$ cat src/design/dvtrg_regs.svh
// Register offsets, field positions, reset values and timing counts
// Assumes inclusion by the trigger block and the bench only
`ifndef DVTRG_REGS_SVH
`define DVTRG_REGS_SVH

// ----------------------------------------
// Register offsets
// ----------------------------------------
`define DVTRG_OFF_MODE 12'h000
`define DVTRG_OFF_DSRC 12'h004
`define DVTRG_OFF_DELAY 12'h008
`define DVTRG_OFF_VCFG 12'h00C
`define DVTRG_OFF_VLINE 12'h010
`define DVTRG_OFF_HOLD 12'h014
`define DVTRG_OFF_STATUS 12'h018
`define DVTRG_OFF_VARIANT 12'h01C

// ----------------------------------------
// Field positions
// ----------------------------------------
`define DVTRG_MODE_LSB 0
`define DVTRG_SRC_KIND_LSB 0
`define DVTRG_SRC_IDX_LSB 4
`define DVTRG_SLOPE_BIT 8
`define DVTRG_ARM_KIND_LSB 16
`define DVTRG_ARM_IDX_LSB 20
`define DVTRG_ARM_SLOPE_BIT 24
`define DVTRG_VSRC_LSB 0
`define DVTRG_VPOL_BIT 4
`define DVTRG_VFIELD_BIT 5

// ----------------------------------------
// Reset values and timing
// ----------------------------------------
`define DVTRG_DELAY_RST 32'h0000_0001
`define DVTRG_VLINE_RST 32'h0000_0001
`define DVTRG_HOLD_RST 32'h0000_0000
`define DVTRG_CLK_PERIOD_PS 25000
`define DVTRG_DELAY_MIN_PS 5000
`define DVTRG_DELAY_MAX_S 10
`define DVTRG_CLK_HZ 40000000
`define DVTRG_DELAY_MIN_CYC ((`DVTRG_DELAY_MIN_PS + `DVTRG_CLK_PERIOD_PS - 1) / `DVTRG_CLK_PERIOD_PS)
`define DVTRG_DELAY_MAX_CYC (`DVTRG_DELAY_MAX_S * `DVTRG_CLK_HZ)

`endif

$ cat src/design/dvtrg_pkg.sv
// Types shared by the trigger block
// Assumes the register header is compiled alongside
package dvtrg_pkg;
  typedef enum logic [1:0] {
    DVTRG_SRC_ANALOG = 2'b00,
    DVTRG_SRC_DIGITAL = 2'b01,
    DVTRG_SRC_EXTERNAL = 2'b10
  } dvtrg_src_t;
  typedef enum logic [1:0] {
    DVTRG_MODE_OFF = 2'b00,
    DVTRG_MODE_DELAY_BY_TIME = 2'b01,
    DVTRG_MODE_VIDEO_525 = 2'b10,
    DVTRG_MODE_VIDEO_625 = 2'b11
  } dvtrg_mode_t;
  typedef enum logic [1:0] {
    DVTRG_ST_IDLE = 2'b00,
    DVTRG_ST_ARMED = 2'b01,
    DVTRG_ST_DELAY = 2'b10,
    DVTRG_ST_LOOK = 2'b11
  } dvtrg_state_t;
endpackage : dvtrg_pkg

$ cat src/design/dvtrg_edge.sv
// Source select and edge detector for one trigger input
// Assumes inputs already synchronised to aclk
`timescale 1ns/10ps
`default_nettype none
module dvtrg_edge #(
  parameter int NUM_ANALOG = 4,
  parameter int NUM_DIGITAL = 16
) (
  // Clock and reset
  input wire logic aclk,
  input wire logic aresetn,
  // Inputs
  input wire logic [NUM_ANALOG-1:0] analog_in,
  input wire logic [NUM_DIGITAL-1:0] digital_in,
  input wire logic external_in,
  // Selection
  input wire logic [1:0] kind,
  input wire logic [3:0] index,
  input wire logic rising,
  // Result
  output logic edge_seen
);
  logic level;
  logic prev_reg;

  always_comb begin
    case (kind)
      2'b00: level = analog_in[index[1:0]];
      2'b01: level = digital_in[index];
      2'b10: level = external_in;
      default: level = 1'b0;
    endcase
  end

  always_ff @(posedge aclk) begin
    if (!aresetn) begin
      prev_reg <= 1'b0;
    end else begin
      prev_reg <= level;
    end
  end

  // Prev and current compared once per cycle
  assign edge_seen = rising ? (level && !prev_reg) : (!level && prev_reg);
endmodule : dvtrg_edge
`default_nettype wire

$ cat src/design/dvtrg_top.sv
// Delayed and video trigger qualifier with AXI4-Lite registers
// Assumes channel comparators outside; inputs asynchronous to aclk
// Behaviour
// - Delay accepted only from 5 ns up to 10 s.
// - After arming, wait delay, then fire on next selected edge.
// - Trigger source may be analog, digital or external input.
// - Analog index 1-2 on two-channel variant, else 1-4.
// - Sixteen digital sources 0-15, only on mixed-signal variants.
// - External source allowed only on two-channel variant.
// - Trigger fires on rising or falling edge per slope setting.
// - Reads return source, slope and delay unchanged.
// - Video trigger takes one selectable channel through threshold comparator.
// - Video sync polarity selectable positive or negative.
// - Video trigger qualified to field one or field two.
// - Triggers on programmed line counted from field vertical sync.
// - Video path supports hold-off and noise rejection conditioning.
// - Arm on selected edge first, only then start delay timing.
// - Line numbers 1 to 625, subrange per field and standard.
//
// Decided for this implementation: the placing of the registers and the AXI4-Lite interface to the registers.
`timescale 1ns/10ps
`default_nettype none
`include "dvtrg_regs.svh"
module dvtrg_top #(
  parameter int NUM_DIGITAL = 16,
  parameter logic [31:0] DELAY_MAX_CYC = 32'(`DVTRG_DELAY_MAX_CYC),
  parameter logic [31:0] VARIANT_ID = 32'h0000_0000
) (
  // Clock and reset
  input wire logic aclk,
  input wire logic aresetn,
  // AXI4-Lite write address
  input wire logic [11:0] s_axi_awaddr,
  input wire logic s_axi_awvalid,
  output logic s_axi_awready,
  // AXI4-Lite write data
  input wire logic [31:0] s_axi_wdata,
  input wire logic [3:0] s_axi_wstrb,
  input wire logic s_axi_wvalid,
  output logic s_axi_wready,
  // AXI4-Lite write response
  output logic [1:0] s_axi_bresp,
  output logic s_axi_bvalid,
  input wire logic s_axi_bready,
  // AXI4-Lite read address
  input wire logic [11:0] s_axi_araddr,
  input wire logic s_axi_arvalid,
  output logic s_axi_arready,
  // AXI4-Lite read data
  output logic [31:0] s_axi_rdata,
  output logic [1:0] s_axi_rresp,
  output logic s_axi_rvalid,
  input wire logic s_axi_rready,
  // Variant straps
  input wire logic two_channel,
  input wire logic has_digital,
  // Comparator inputs
  input wire logic [3:0] analog_cmp,
  input wire logic [NUM_DIGITAL-1:0] digital_in,
  input wire logic external_cmp,
  // Video sync separator inputs
  input wire logic vsync_in,
  input wire logic hsync_in,
  input wire logic field_odd_in,
  // Trigger result
  output logic trigger_out
);
  // ----------------------------------------
  // Synchronisers
  // ----------------------------------------
  logic [NUM_DIGITAL+9:0] sync1_reg;
  logic [NUM_DIGITAL+9:0] sync2_reg;
  always_ff @(posedge aclk) begin
    if (!aresetn) begin
      sync1_reg <= '0;
      sync2_reg <= '0;
    end else begin
      sync1_reg <= {two_channel, has_digital, field_odd_in, hsync_in, vsync_in, external_cmp, digital_in, analog_cmp};
      sync2_reg <= sync1_reg;
    end
  end
  logic [3:0] an_s;
  logic [NUM_DIGITAL-1:0] dig_s;
  logic ext_s, vs_s, hs_s, fo_s, hasdig_s, twoch_s;
  assign an_s = sync2_reg[3:0];
  assign dig_s = sync2_reg[NUM_DIGITAL+3:4];
  assign ext_s = sync2_reg[NUM_DIGITAL+4];
  assign vs_s = sync2_reg[NUM_DIGITAL+5];
  assign hs_s = sync2_reg[NUM_DIGITAL+6];
  assign fo_s = sync2_reg[NUM_DIGITAL+7];
  assign hasdig_s = sync2_reg[NUM_DIGITAL+8];
  assign twoch_s = sync2_reg[NUM_DIGITAL+9];

  // ----------------------------------------
  // Registers
  // ----------------------------------------
  dvtrg_pkg::dvtrg_mode_t mode_reg;
  logic [31:0] dsrc_reg;
  logic [31:0] delay_reg;
  logic [5:0] vcfg_reg;
  logic [9:0] vline_reg;
  logic [31:0] hold_reg;
  logic reject_reg;

  // Source legality per variant
  function automatic logic src_ok(input logic [1:0] kind, input logic [3:0] idx, input logic two,
                                  input logic dig);
    case (kind)
      2'b00: src_ok = two ? (idx >= 4'h1 && idx <= 4'h2) : (idx >= 4'h1 && idx <= 4'h4);
      2'b01: src_ok = dig;
      2'b10: src_ok = two;
      default: src_ok = 1'b0;
    endcase
  endfunction : src_ok

  function automatic logic line_ok(input logic [9:0] ln, input logic f2, input logic video_625_line_standard);
    logic [9:0] lo;
    logic [9:0] hi;
    lo = (video_625_line_standard && f2) ? 10'h13A : 10'h001;
    hi = video_625_line_standard ? (f2 ? 10'h271 : 10'h139) : (f2 ? 10'h106 : 10'h107);
    line_ok = (ln >= lo) && (ln <= hi);
  endfunction : line_ok

  // ----------------------------------------
  // AXI4-Lite write
  // ----------------------------------------
  logic aw_reg, w_reg;
  logic [11:0] awaddr_reg;
  logic [31:0] wdata_reg;
  logic wr_go;
  logic wr_err;
  assign s_axi_awready = !aw_reg && !s_axi_bvalid;
  assign s_axi_wready = !w_reg && !s_axi_bvalid;
  assign wr_go = aw_reg && w_reg && !s_axi_bvalid;

  always_ff @(posedge aclk) begin
    if (!aresetn) begin
      aw_reg <= 1'b0;
      w_reg <= 1'b0;
      awaddr_reg <= 12'h000;
      wdata_reg <= 32'h0000_0000;
    end else begin
      if (s_axi_awvalid && s_axi_awready) begin
        aw_reg <= 1'b1;
        awaddr_reg <= s_axi_awaddr;
      end else if (wr_go) begin
        aw_reg <= 1'b0;
      end
      if (s_axi_wvalid && s_axi_wready) begin
        w_reg <= 1'b1;
        wdata_reg <= s_axi_wdata;
      end else if (wr_go) begin
        w_reg <= 1'b0;
      end
    end
  end

  // Illegal values are refused whole with SLVERR, keeping the old setting
  always_comb begin
    case (awaddr_reg)
      `DVTRG_OFF_MODE: wr_err = 1'b0;
      `DVTRG_OFF_DSRC: wr_err = !src_ok(wdata_reg[1:0], wdata_reg[7:4], twoch_s, hasdig_s) ||
                                !src_ok(wdata_reg[17:16], wdata_reg[23:20], twoch_s, hasdig_s);
      `DVTRG_OFF_DELAY: wr_err = (wdata_reg < 32'(`DVTRG_DELAY_MIN_CYC)) || (wdata_reg > DELAY_MAX_CYC);
      `DVTRG_OFF_VCFG: wr_err = wdata_reg[2:0] > 3'h3;
      `DVTRG_OFF_VLINE: wr_err = !line_ok(wdata_reg[9:0], vcfg_reg[`DVTRG_VFIELD_BIT],
                                          mode_reg == dvtrg_pkg::DVTRG_MODE_VIDEO_625);
      `DVTRG_OFF_HOLD: wr_err = 1'b0;
      default: wr_err = 1'b1;
    endcase
  end

  always_ff @(posedge aclk) begin
    if (!aresetn) begin
      s_axi_bvalid <= 1'b0;
      s_axi_bresp <= 2'b00;
    end else if (wr_go) begin
      s_axi_bvalid <= 1'b1;
      s_axi_bresp <= wr_err ? 2'b10 : 2'b00;
    end else if (s_axi_bready) begin
      s_axi_bvalid <= 1'b0;
    end
  end

  // Strobes ignored: every register is written as a whole word
  always_ff @(posedge aclk) begin
    if (!aresetn) begin
      mode_reg <= dvtrg_pkg::DVTRG_MODE_OFF;
      dsrc_reg <= 32'h0000_0010;
      delay_reg <= `DVTRG_DELAY_RST;
      vcfg_reg <= 6'h00;
      vline_reg <= 10'h001;
      hold_reg <= `DVTRG_HOLD_RST;
      reject_reg <= 1'b0;
    end else if (wr_go && !wr_err) begin
      case (awaddr_reg)
        `DVTRG_OFF_MODE: mode_reg <= dvtrg_pkg::dvtrg_mode_t'(wdata_reg[1:0]);
        `DVTRG_OFF_DSRC: dsrc_reg <= wdata_reg & 32'h01F3_01F3;
        `DVTRG_OFF_DELAY: delay_reg <= wdata_reg;
        `DVTRG_OFF_VCFG: vcfg_reg <= wdata_reg[5:0];
        `DVTRG_OFF_VLINE: vline_reg <= wdata_reg[9:0];
        `DVTRG_OFF_HOLD: begin
          hold_reg <= {1'b0, wdata_reg[30:0]};
          reject_reg <= wdata_reg[31];
        end
        default: mode_reg <= mode_reg;
      endcase
    end
  end

  // ----------------------------------------
  // AXI4-Lite read
  // ----------------------------------------
  logic fired_reg;
  dvtrg_pkg::dvtrg_state_t state_reg;
  logic [31:0] rd_mux;
  assign s_axi_arready = !s_axi_rvalid;
  always_comb begin
    case (s_axi_araddr)
      `DVTRG_OFF_MODE: rd_mux = {30'h0, mode_reg};
      `DVTRG_OFF_DSRC: rd_mux = dsrc_reg;
      `DVTRG_OFF_DELAY: rd_mux = delay_reg;
      `DVTRG_OFF_VCFG: rd_mux = {26'h0, vcfg_reg};
      `DVTRG_OFF_VLINE: rd_mux = {22'h0, vline_reg};
      `DVTRG_OFF_HOLD: rd_mux = {reject_reg, hold_reg[30:0]};
      `DVTRG_OFF_STATUS: rd_mux = {27'h0, fired_reg, twoch_s, hasdig_s, state_reg};
      `DVTRG_OFF_VARIANT: rd_mux = VARIANT_ID;
      default: rd_mux = 32'h0000_0000;
    endcase
  end
  always_ff @(posedge aclk) begin
    if (!aresetn) begin
      s_axi_rvalid <= 1'b0;
      s_axi_rdata <= 32'h0000_0000;
      s_axi_rresp <= 2'b00;
    end else if (s_axi_arvalid && s_axi_arready) begin
      s_axi_rvalid <= 1'b1;
      s_axi_rdata <= rd_mux;
      s_axi_rresp <= (s_axi_araddr[11:2] > 10'h007 || s_axi_araddr[1:0] != 2'b00) ? 2'b10 : 2'b00;
    end else if (s_axi_rready) begin
      s_axi_rvalid <= 1'b0;
    end
  end

  // ----------------------------------------
  // Delay-by-time sequencer
  // ----------------------------------------
  logic arm_edge, trig_edge;
  dvtrg_edge #(.NUM_ANALOG(4), .NUM_DIGITAL(NUM_DIGITAL)) u_arm (
    .aclk(aclk),
    .aresetn(aresetn),
    .analog_in(an_s),
    .digital_in(dig_s),
    .external_in(ext_s),
    .kind(dsrc_reg[17:16]),
    .index(dsrc_reg[17:16] == 2'b00 ? dsrc_reg[23:20] - 4'h1 : dsrc_reg[23:20]),
    .rising(dsrc_reg[`DVTRG_ARM_SLOPE_BIT]),
    .edge_seen(arm_edge)
  );
  dvtrg_edge #(.NUM_ANALOG(4), .NUM_DIGITAL(NUM_DIGITAL)) u_trig (
    .aclk(aclk),
    .aresetn(aresetn),
    .analog_in(an_s),
    .digital_in(dig_s),
    .external_in(ext_s),
    .kind(dsrc_reg[1:0]),
    .index(dsrc_reg[1:0] == 2'b00 ? dsrc_reg[7:4] - 4'h1 : dsrc_reg[7:4]),
    .rising(dsrc_reg[`DVTRG_SLOPE_BIT]),
    .edge_seen(trig_edge)
  );

  logic [31:0] dcount_reg;
  logic dly_fire;
  logic delay_by_time_mode_on;
  assign delay_by_time_mode_on = mode_reg == dvtrg_pkg::DVTRG_MODE_DELAY_BY_TIME;
  assign dly_fire = delay_by_time_mode_on && state_reg == dvtrg_pkg::DVTRG_ST_LOOK && trig_edge;
  always_ff @(posedge aclk) begin
    if (!aresetn || !delay_by_time_mode_on) begin
      state_reg <= dvtrg_pkg::DVTRG_ST_IDLE;
      dcount_reg <= 32'h0000_0000;
    end else begin
      case (state_reg)
        dvtrg_pkg::DVTRG_ST_IDLE: state_reg <= dvtrg_pkg::DVTRG_ST_ARMED;
        dvtrg_pkg::DVTRG_ST_ARMED: begin
          if (arm_edge) begin
            dcount_reg <= delay_reg;
            state_reg <= dvtrg_pkg::DVTRG_ST_DELAY;
          end
        end
        dvtrg_pkg::DVTRG_ST_DELAY: begin
          dcount_reg <= dcount_reg - 32'h0000_0001;
          if (dcount_reg <= 32'h0000_0001) begin
            state_reg <= dvtrg_pkg::DVTRG_ST_LOOK;
          end
        end
        dvtrg_pkg::DVTRG_ST_LOOK: begin
          if (trig_edge) begin
            state_reg <= dvtrg_pkg::DVTRG_ST_ARMED;
          end
        end
        default: state_reg <= dvtrg_pkg::DVTRG_ST_IDLE;
      endcase
    end
  end

  // ----------------------------------------
  // Standard video trigger
  // ----------------------------------------
  logic vid_on;
  logic vsel, hsel, vs_prev_reg, hs_prev_reg, vs_rise, hs_rise;
  logic [9:0] lcount_reg;
  logic vid_fire;
  logic [7:0] rej_reg;
  logic vid_cmp;
  assign vid_on = mode_reg == dvtrg_pkg::DVTRG_MODE_VIDEO_525 || mode_reg == dvtrg_pkg::DVTRG_MODE_VIDEO_625;
  assign vid_cmp = an_s[vcfg_reg[1:0]];
  // Sync pulses arrive active high from the separator; polarity flips them
  assign vsel = vs_s ^ vcfg_reg[`DVTRG_VPOL_BIT];
  assign hsel = hs_s ^ vcfg_reg[`DVTRG_VPOL_BIT];
  assign vs_rise = vsel && !vs_prev_reg;
  assign hs_rise = hsel && !hs_prev_reg;
  // Noise rejection needs the channel stable for eight cycles
  always_ff @(posedge aclk) begin
    if (!aresetn) begin
      rej_reg <= 8'h00;
      vs_prev_reg <= 1'b0;
      hs_prev_reg <= 1'b0;
      lcount_reg <= 10'h000;
    end else begin
      rej_reg <= {rej_reg[6:0], vid_cmp};
      vs_prev_reg <= vsel;
      hs_prev_reg <= hsel;
      if (vs_rise) begin
        lcount_reg <= (vcfg_reg[`DVTRG_VFIELD_BIT] && mode_reg == dvtrg_pkg::DVTRG_MODE_VIDEO_625) ?
                      10'h139 : 10'h000;
      end else if (hs_rise) begin
        lcount_reg <= lcount_reg + 10'h001;
      end
    end
  end
  assign vid_fire = vid_on && hs_rise && (lcount_reg + 10'h001 == vline_reg) &&
                    (fo_s != vcfg_reg[`DVTRG_VFIELD_BIT]) &&
                    (!reject_reg || rej_reg == 8'hFF || rej_reg == 8'h00);

  // ----------------------------------------
  // Hold-off and output
  // ----------------------------------------
  logic [31:0] hold_cnt_reg;
  logic any_fire;
  assign any_fire = (dly_fire || vid_fire) && hold_cnt_reg == 32'h0000_0000;
  always_ff @(posedge aclk) begin
    if (!aresetn) begin
      hold_cnt_reg <= 32'h0000_0000;
      trigger_out <= 1'b0;
      fired_reg <= 1'b0;
    end else begin
      trigger_out <= any_fire;
      if (any_fire) begin
        hold_cnt_reg <= hold_reg;
        fired_reg <= 1'b1;
      end else if (hold_cnt_reg != 32'h0000_0000) begin
        hold_cnt_reg <= hold_cnt_reg - 32'h0000_0001;
      end
    end
  end
endmodule : dvtrg_top
`default_nettype wire

$ cat config.mk
export PLATFORM = sky130hd
export DESIGN_NAME = dvtrg_top
export DESIGN_NICKNAME = d
export VERILOG_FILES = /design/src/design/dvtrg_pkg.sv /design/src/design/dvtrg_edge.sv /design/src/design/dvtrg_top.sv
export VERILOG_INCLUDE_DIRS = /design/src /design/src/design
export SDC_FILE = /design/constraint.sdc
export NUM_CORES = 1
export LEC_CHECK = 0
export ABC_CLOCK_PERIOD_IN_PS = 7300
export BUFFER_PORTS_ARGS = -buffer_cell sky130_fd_sc_hd__clkbuf_2
export CAP_MARGIN = 25
export CORE_ASPECT_RATIO = 0.7
export CORE_UTILIZATION = 64
export CTS_CLUSTER_DIAMETER = 150
export CTS_CLUSTER_SIZE = 24
export DETAILED_ROUTE_END_ITERATION = 16
export PLACE_DENSITY = 0.87
export RECOVER_POWER = 25
export REMOVE_ABC_BUFFERS = 1
export SKIP_LAST_GASP = 1
export SLEW_MARGIN = 5
export SYNTH_ARGS = -nofsm -noshare
export SYNTH_HDL_FRONTEND = slang
export SYNTH_SLANG_ARGS = --single-unit
export TNS_END_PERCENT = 100
$ cat constraint.sdc
create_clock -name aclk -period 7.3 [get_ports aclk]
set_clock_uncertainty 0.1 [all_clocks]
set_input_delay 1.095 -clock aclk [delete_from_list [all_inputs] [get_ports aclk]]
set_output_delay 1.095 -clock aclk [all_outputs]
set_load 0.02 [all_outputs]
==> results.sh <==
export IMPL_status="finished, violations left"
export IMPL_violations="capacitance limit, slew limit"
export IMPL_clock_latency_ns=0.52
export IMPL_ctsHoldBuffers=0
export IMPL_utilization_pct=71.7
export IMPL_tritoncts_num_buffers=17
export IMPL_design_final_nets=1903
export IMPL_crit_path_max_incr_delay_ns=1.61
export IMPL_n_antenna_cell=0
export IMPL_synthesis_area_per_instance_um2=8.41
export IMPL_placeableCoreArea_mm2=0.0221
export IMPL_yosysSeqAreaShare_pct=43.7
export IMPL_post_synth_instance_area_mm2=0.0147
export IMPL_setup_violators_final=0
export IMPL_fin_cells=2089
export IMPL_fin_worst_hold_slack_ns=0.332
export IMPL_areaGrowthSynthToFinish_pct=7.90
export IMPL_grt_max_degree=86
export IMPL_postCtsSetupBuffers=0
export IMPL_final_min_clock_period_ns=5.31
export IMPL_worst_ir_drop_vdd_v=0.000264
export IMPL_die_width_um=183
export IMPL_final_min_period_over_clock_period_pct=72.7
export IMPL_drt_first_pass_iters=9
export IMPL_floorplan_die_area_mm2=0.0235
export IMPL_cts_resized=0
export IMPL_finalInstanceArea_mm2=0.0158
export IMPL_wl_um=41000
export IMPL_crit_path_frequent_cell="clkbuf_1"
export IMPL_cts_root_buffer_cell="clkbuf_16"
export IMPL_critical_path_endpoint_type="flip-flop"
export IMPL_design_power_total_mw=3.68
export IMPL_grt_pass1_vias=12600
export IMPL_cts_clock_pin_slew_for_the_worst_setup_and_hold_paths_ns=0.09
export IMPL_detail_route_vias_per_cell=6.34
export IMPL_yosys_register_bits=320
export IMPL_hpwlAfterDp_um=28700
export IMPL_num_rows=45
export IMPL_synth_edff_count=0
export IMPL_grt_antenna_before_repair=0
export IMPL_slew_viol_final=89
export IMPL_max_slew_margin_pct=-54.5
export IMPL_synth_top_area_share_pct=43.7
export IMPL_post_placement_worst_setup_slack_ns=3.50
export IMPL_pwr_density_cell_mw_per_mm2=233
export IMPL_netlist_cell_type_count=72
export IMPL_worstSetupPathType="input pin to flip-flop"
export IMPL_post_drt_wl_per_cell_um=19.6
export IMPL_clock_tree_from_tritoncts="built"
export IMPL_final_seq_area_mm2=0.00641
export IMPL_die_height_um=129
export IMPL_grt_pass1_wl_um=65000
export IMPL_tightestPinTransition_ns=2.32
export IMPL_static_leakage_power_nw=6.02
export IMPL_postPlaceCellArea_mm2=0.0154
export IMPL_postRouteAntennaNets=0
export IMPL_grt_overflow_total=0
export IMPL_synth_largest_area_cell="dfxtp_1"
export IMPL_cpMaxStageDelayCell="clkbuf_1"
export IMPL_cts_htree_levels=1
export IMPL_post_route_drc_count=0
export IMPL_postLayoutSetupSlackWorst_ns=1.99
export IMPL_critPathLaunchType="input pin"
export IMPL_io_buffers=128
export IMPL_maxCapViolations=2
export IMPL_yosysWarnings=0
export IMPL_finalHoldViolCount=0
export IMPL_critical_path_required_ns=7.60
export IMPL_setup_tns_final_ns=0
export IMPL_layout_drive_gt1_share_pct=10.9
export IMPL_initial_utilization_pct=66.5
export IMPL_dr_first_iter_drc_count=1705
export IMPL_routed_via_count=13200
export IMPL_num_fill_cells=1725
export IMPL_clock_sinks=320
export IMPL_crit_chain="clkbuf_1, clkbuf_1, nand2_1, o32ai_1"
export IMPL_io_pins=135
export IMPL_worst_hold_path_type="flip-flop to flip-flop"
export IMPL_synthCells=1745
export IMPL_synth_top_flop_cell="dfxtp_1"
export IMPL_gp_congestion=0.934
export IMPL_multi_input_comb_area_mm2=0.00766
export IMPL_worstPathArrival_ns=5.61
export IMPL_global_route_usage_total_pct=34.5
export IMPL_asyncSetResetFlopFracSynth_pct=0
export IMPL_worst_path_max_fanout=51
export IMPL_fmaxAchievable_mhz=188
export IMPL_max_clock_path_buffers=3
export IMPL_rsz0062_at_grt="no"
export IMPL_synth_area_top_cells="dfxtp_1 (44%), nand2_1 (5.9%), a21oi_1 (5.7%)"
export IMPL_place_detailed_instances=2069
-- cells by family (layout without fill, tap and decap cells) --
family,Yosys count,in the layout,synth area share [%]
AOI/OAI and AO/OA,380,380,16.5
xor gates and xnor gates,48,48,2.87
adders and majority gates,25,25,2.13
buffers and inverters,160,198,4.32
DFF,320,320,43.7
muxes,92,92,6.98
other,1,2,0.0256
and+or+nand+nor,719,719,23.5
-- per-layer routing --
layer	up-vias	track usage (%)	share of wire, %
li1	6184	-	-
met4	0	10.7	2.5
met5	-	0	0
met2	701	52.7	43
met3	83	8.89	13
met1	6273	48.1	42
-- final cells by class --
class | instances | area share, %
clock buffers | 17 | 2.69
multi-input cells | 1266 | 48.4
flip-flops and latches | 320 | 40.5
inverters | 32 | 0.775
repair buffers | 148 | 5.13
well taps | 305 | 2.41
clock inverters | 1 | 0.103
-- cells in the mapped netlist (8+ instances only) --
library cell	instances
a22oi_1	28
o32ai_1	13
and3_1	16
a21oi_1	168
and2_1	70
o221a_2	9
a31oi_1	14
o21ai_0	55
xnor2_1	22
or3_1	11
nor2_1	180
nor2b_1	10
a222oi_1	11
mux4_2	8
clkbuf_1	106
ha_1	25
nor3_1	42
nand3_1	64
or4_1	8
nor4_1	25
nor3b_1	9
nand4_1	13
xor2_1	26
buf_2	14
nand2b_1	12
inv_1	32
o31ai_1	9
a211oi_1	10
mux2i_1	82
nand2_1	230
dfxtp_1	320
-- layout by cell type, fill, tap and decap left out, types with 7 or more instances in the layout --
cell type,count
mux2i_1,82
and2_0,18
dfxtp_1,320
ha_1,25
o21ai_0,55
nor2_1,180
o221a_2,9
a22oi_1,28
nand4_1,13
xor2_1,26
a21oi_1,168
a31oi_1,14
or3_1,11
a211oi_1,10
nor2b_1,10
mux4_2,8
nand2_1,230
nand3b_1,7
and2_1,52
or2_2,7
buf_4,13
clkbuf_1,23
nand3_1,63
inv_1,31
or4_1,8
nand2b_1,12
o31ai_1,9
and3_1,15
nor4_1,24
nor3b_1,8
clkbuf_16,17
o32ai_1,13
clkbuf_2,106
nor3_1,41
a222oi_1,11
xnor2_1,22
-- worst max-delay path, delay by kind of cell --
kind	cells	cell delay, ns
and+or+nand+nor	1	0.97
buffers and inverters	2	2.95
AOI/OAI and AO/OA	1	0.54
-- path summary, 6_finish.rpt --
kind / startpoint / endpoint / slack, ns / cells after the start
setup / recovery: aresetn / dcount_reg[5] / 1.99 / 4
hold / removal: sync1_reg[25] / sync2_reg[25] / 0.33 / 1
setup reg to reg: dsrc_reg[20] / dcount_reg[28] / 3.41 / 10
hold reg to reg: sync1_reg[25] / sync2_reg[25] / 0.33 / 1
-- report_power, final --
group,internal (mW),switching [mW],total [mW]
sequential,1.85,0.119,1.97
combinational,0.287,0.437,0.725
clock,0.426,0.565,0.991
total,2.56,1.12,3.68
(Power assumes the default switching activity.)
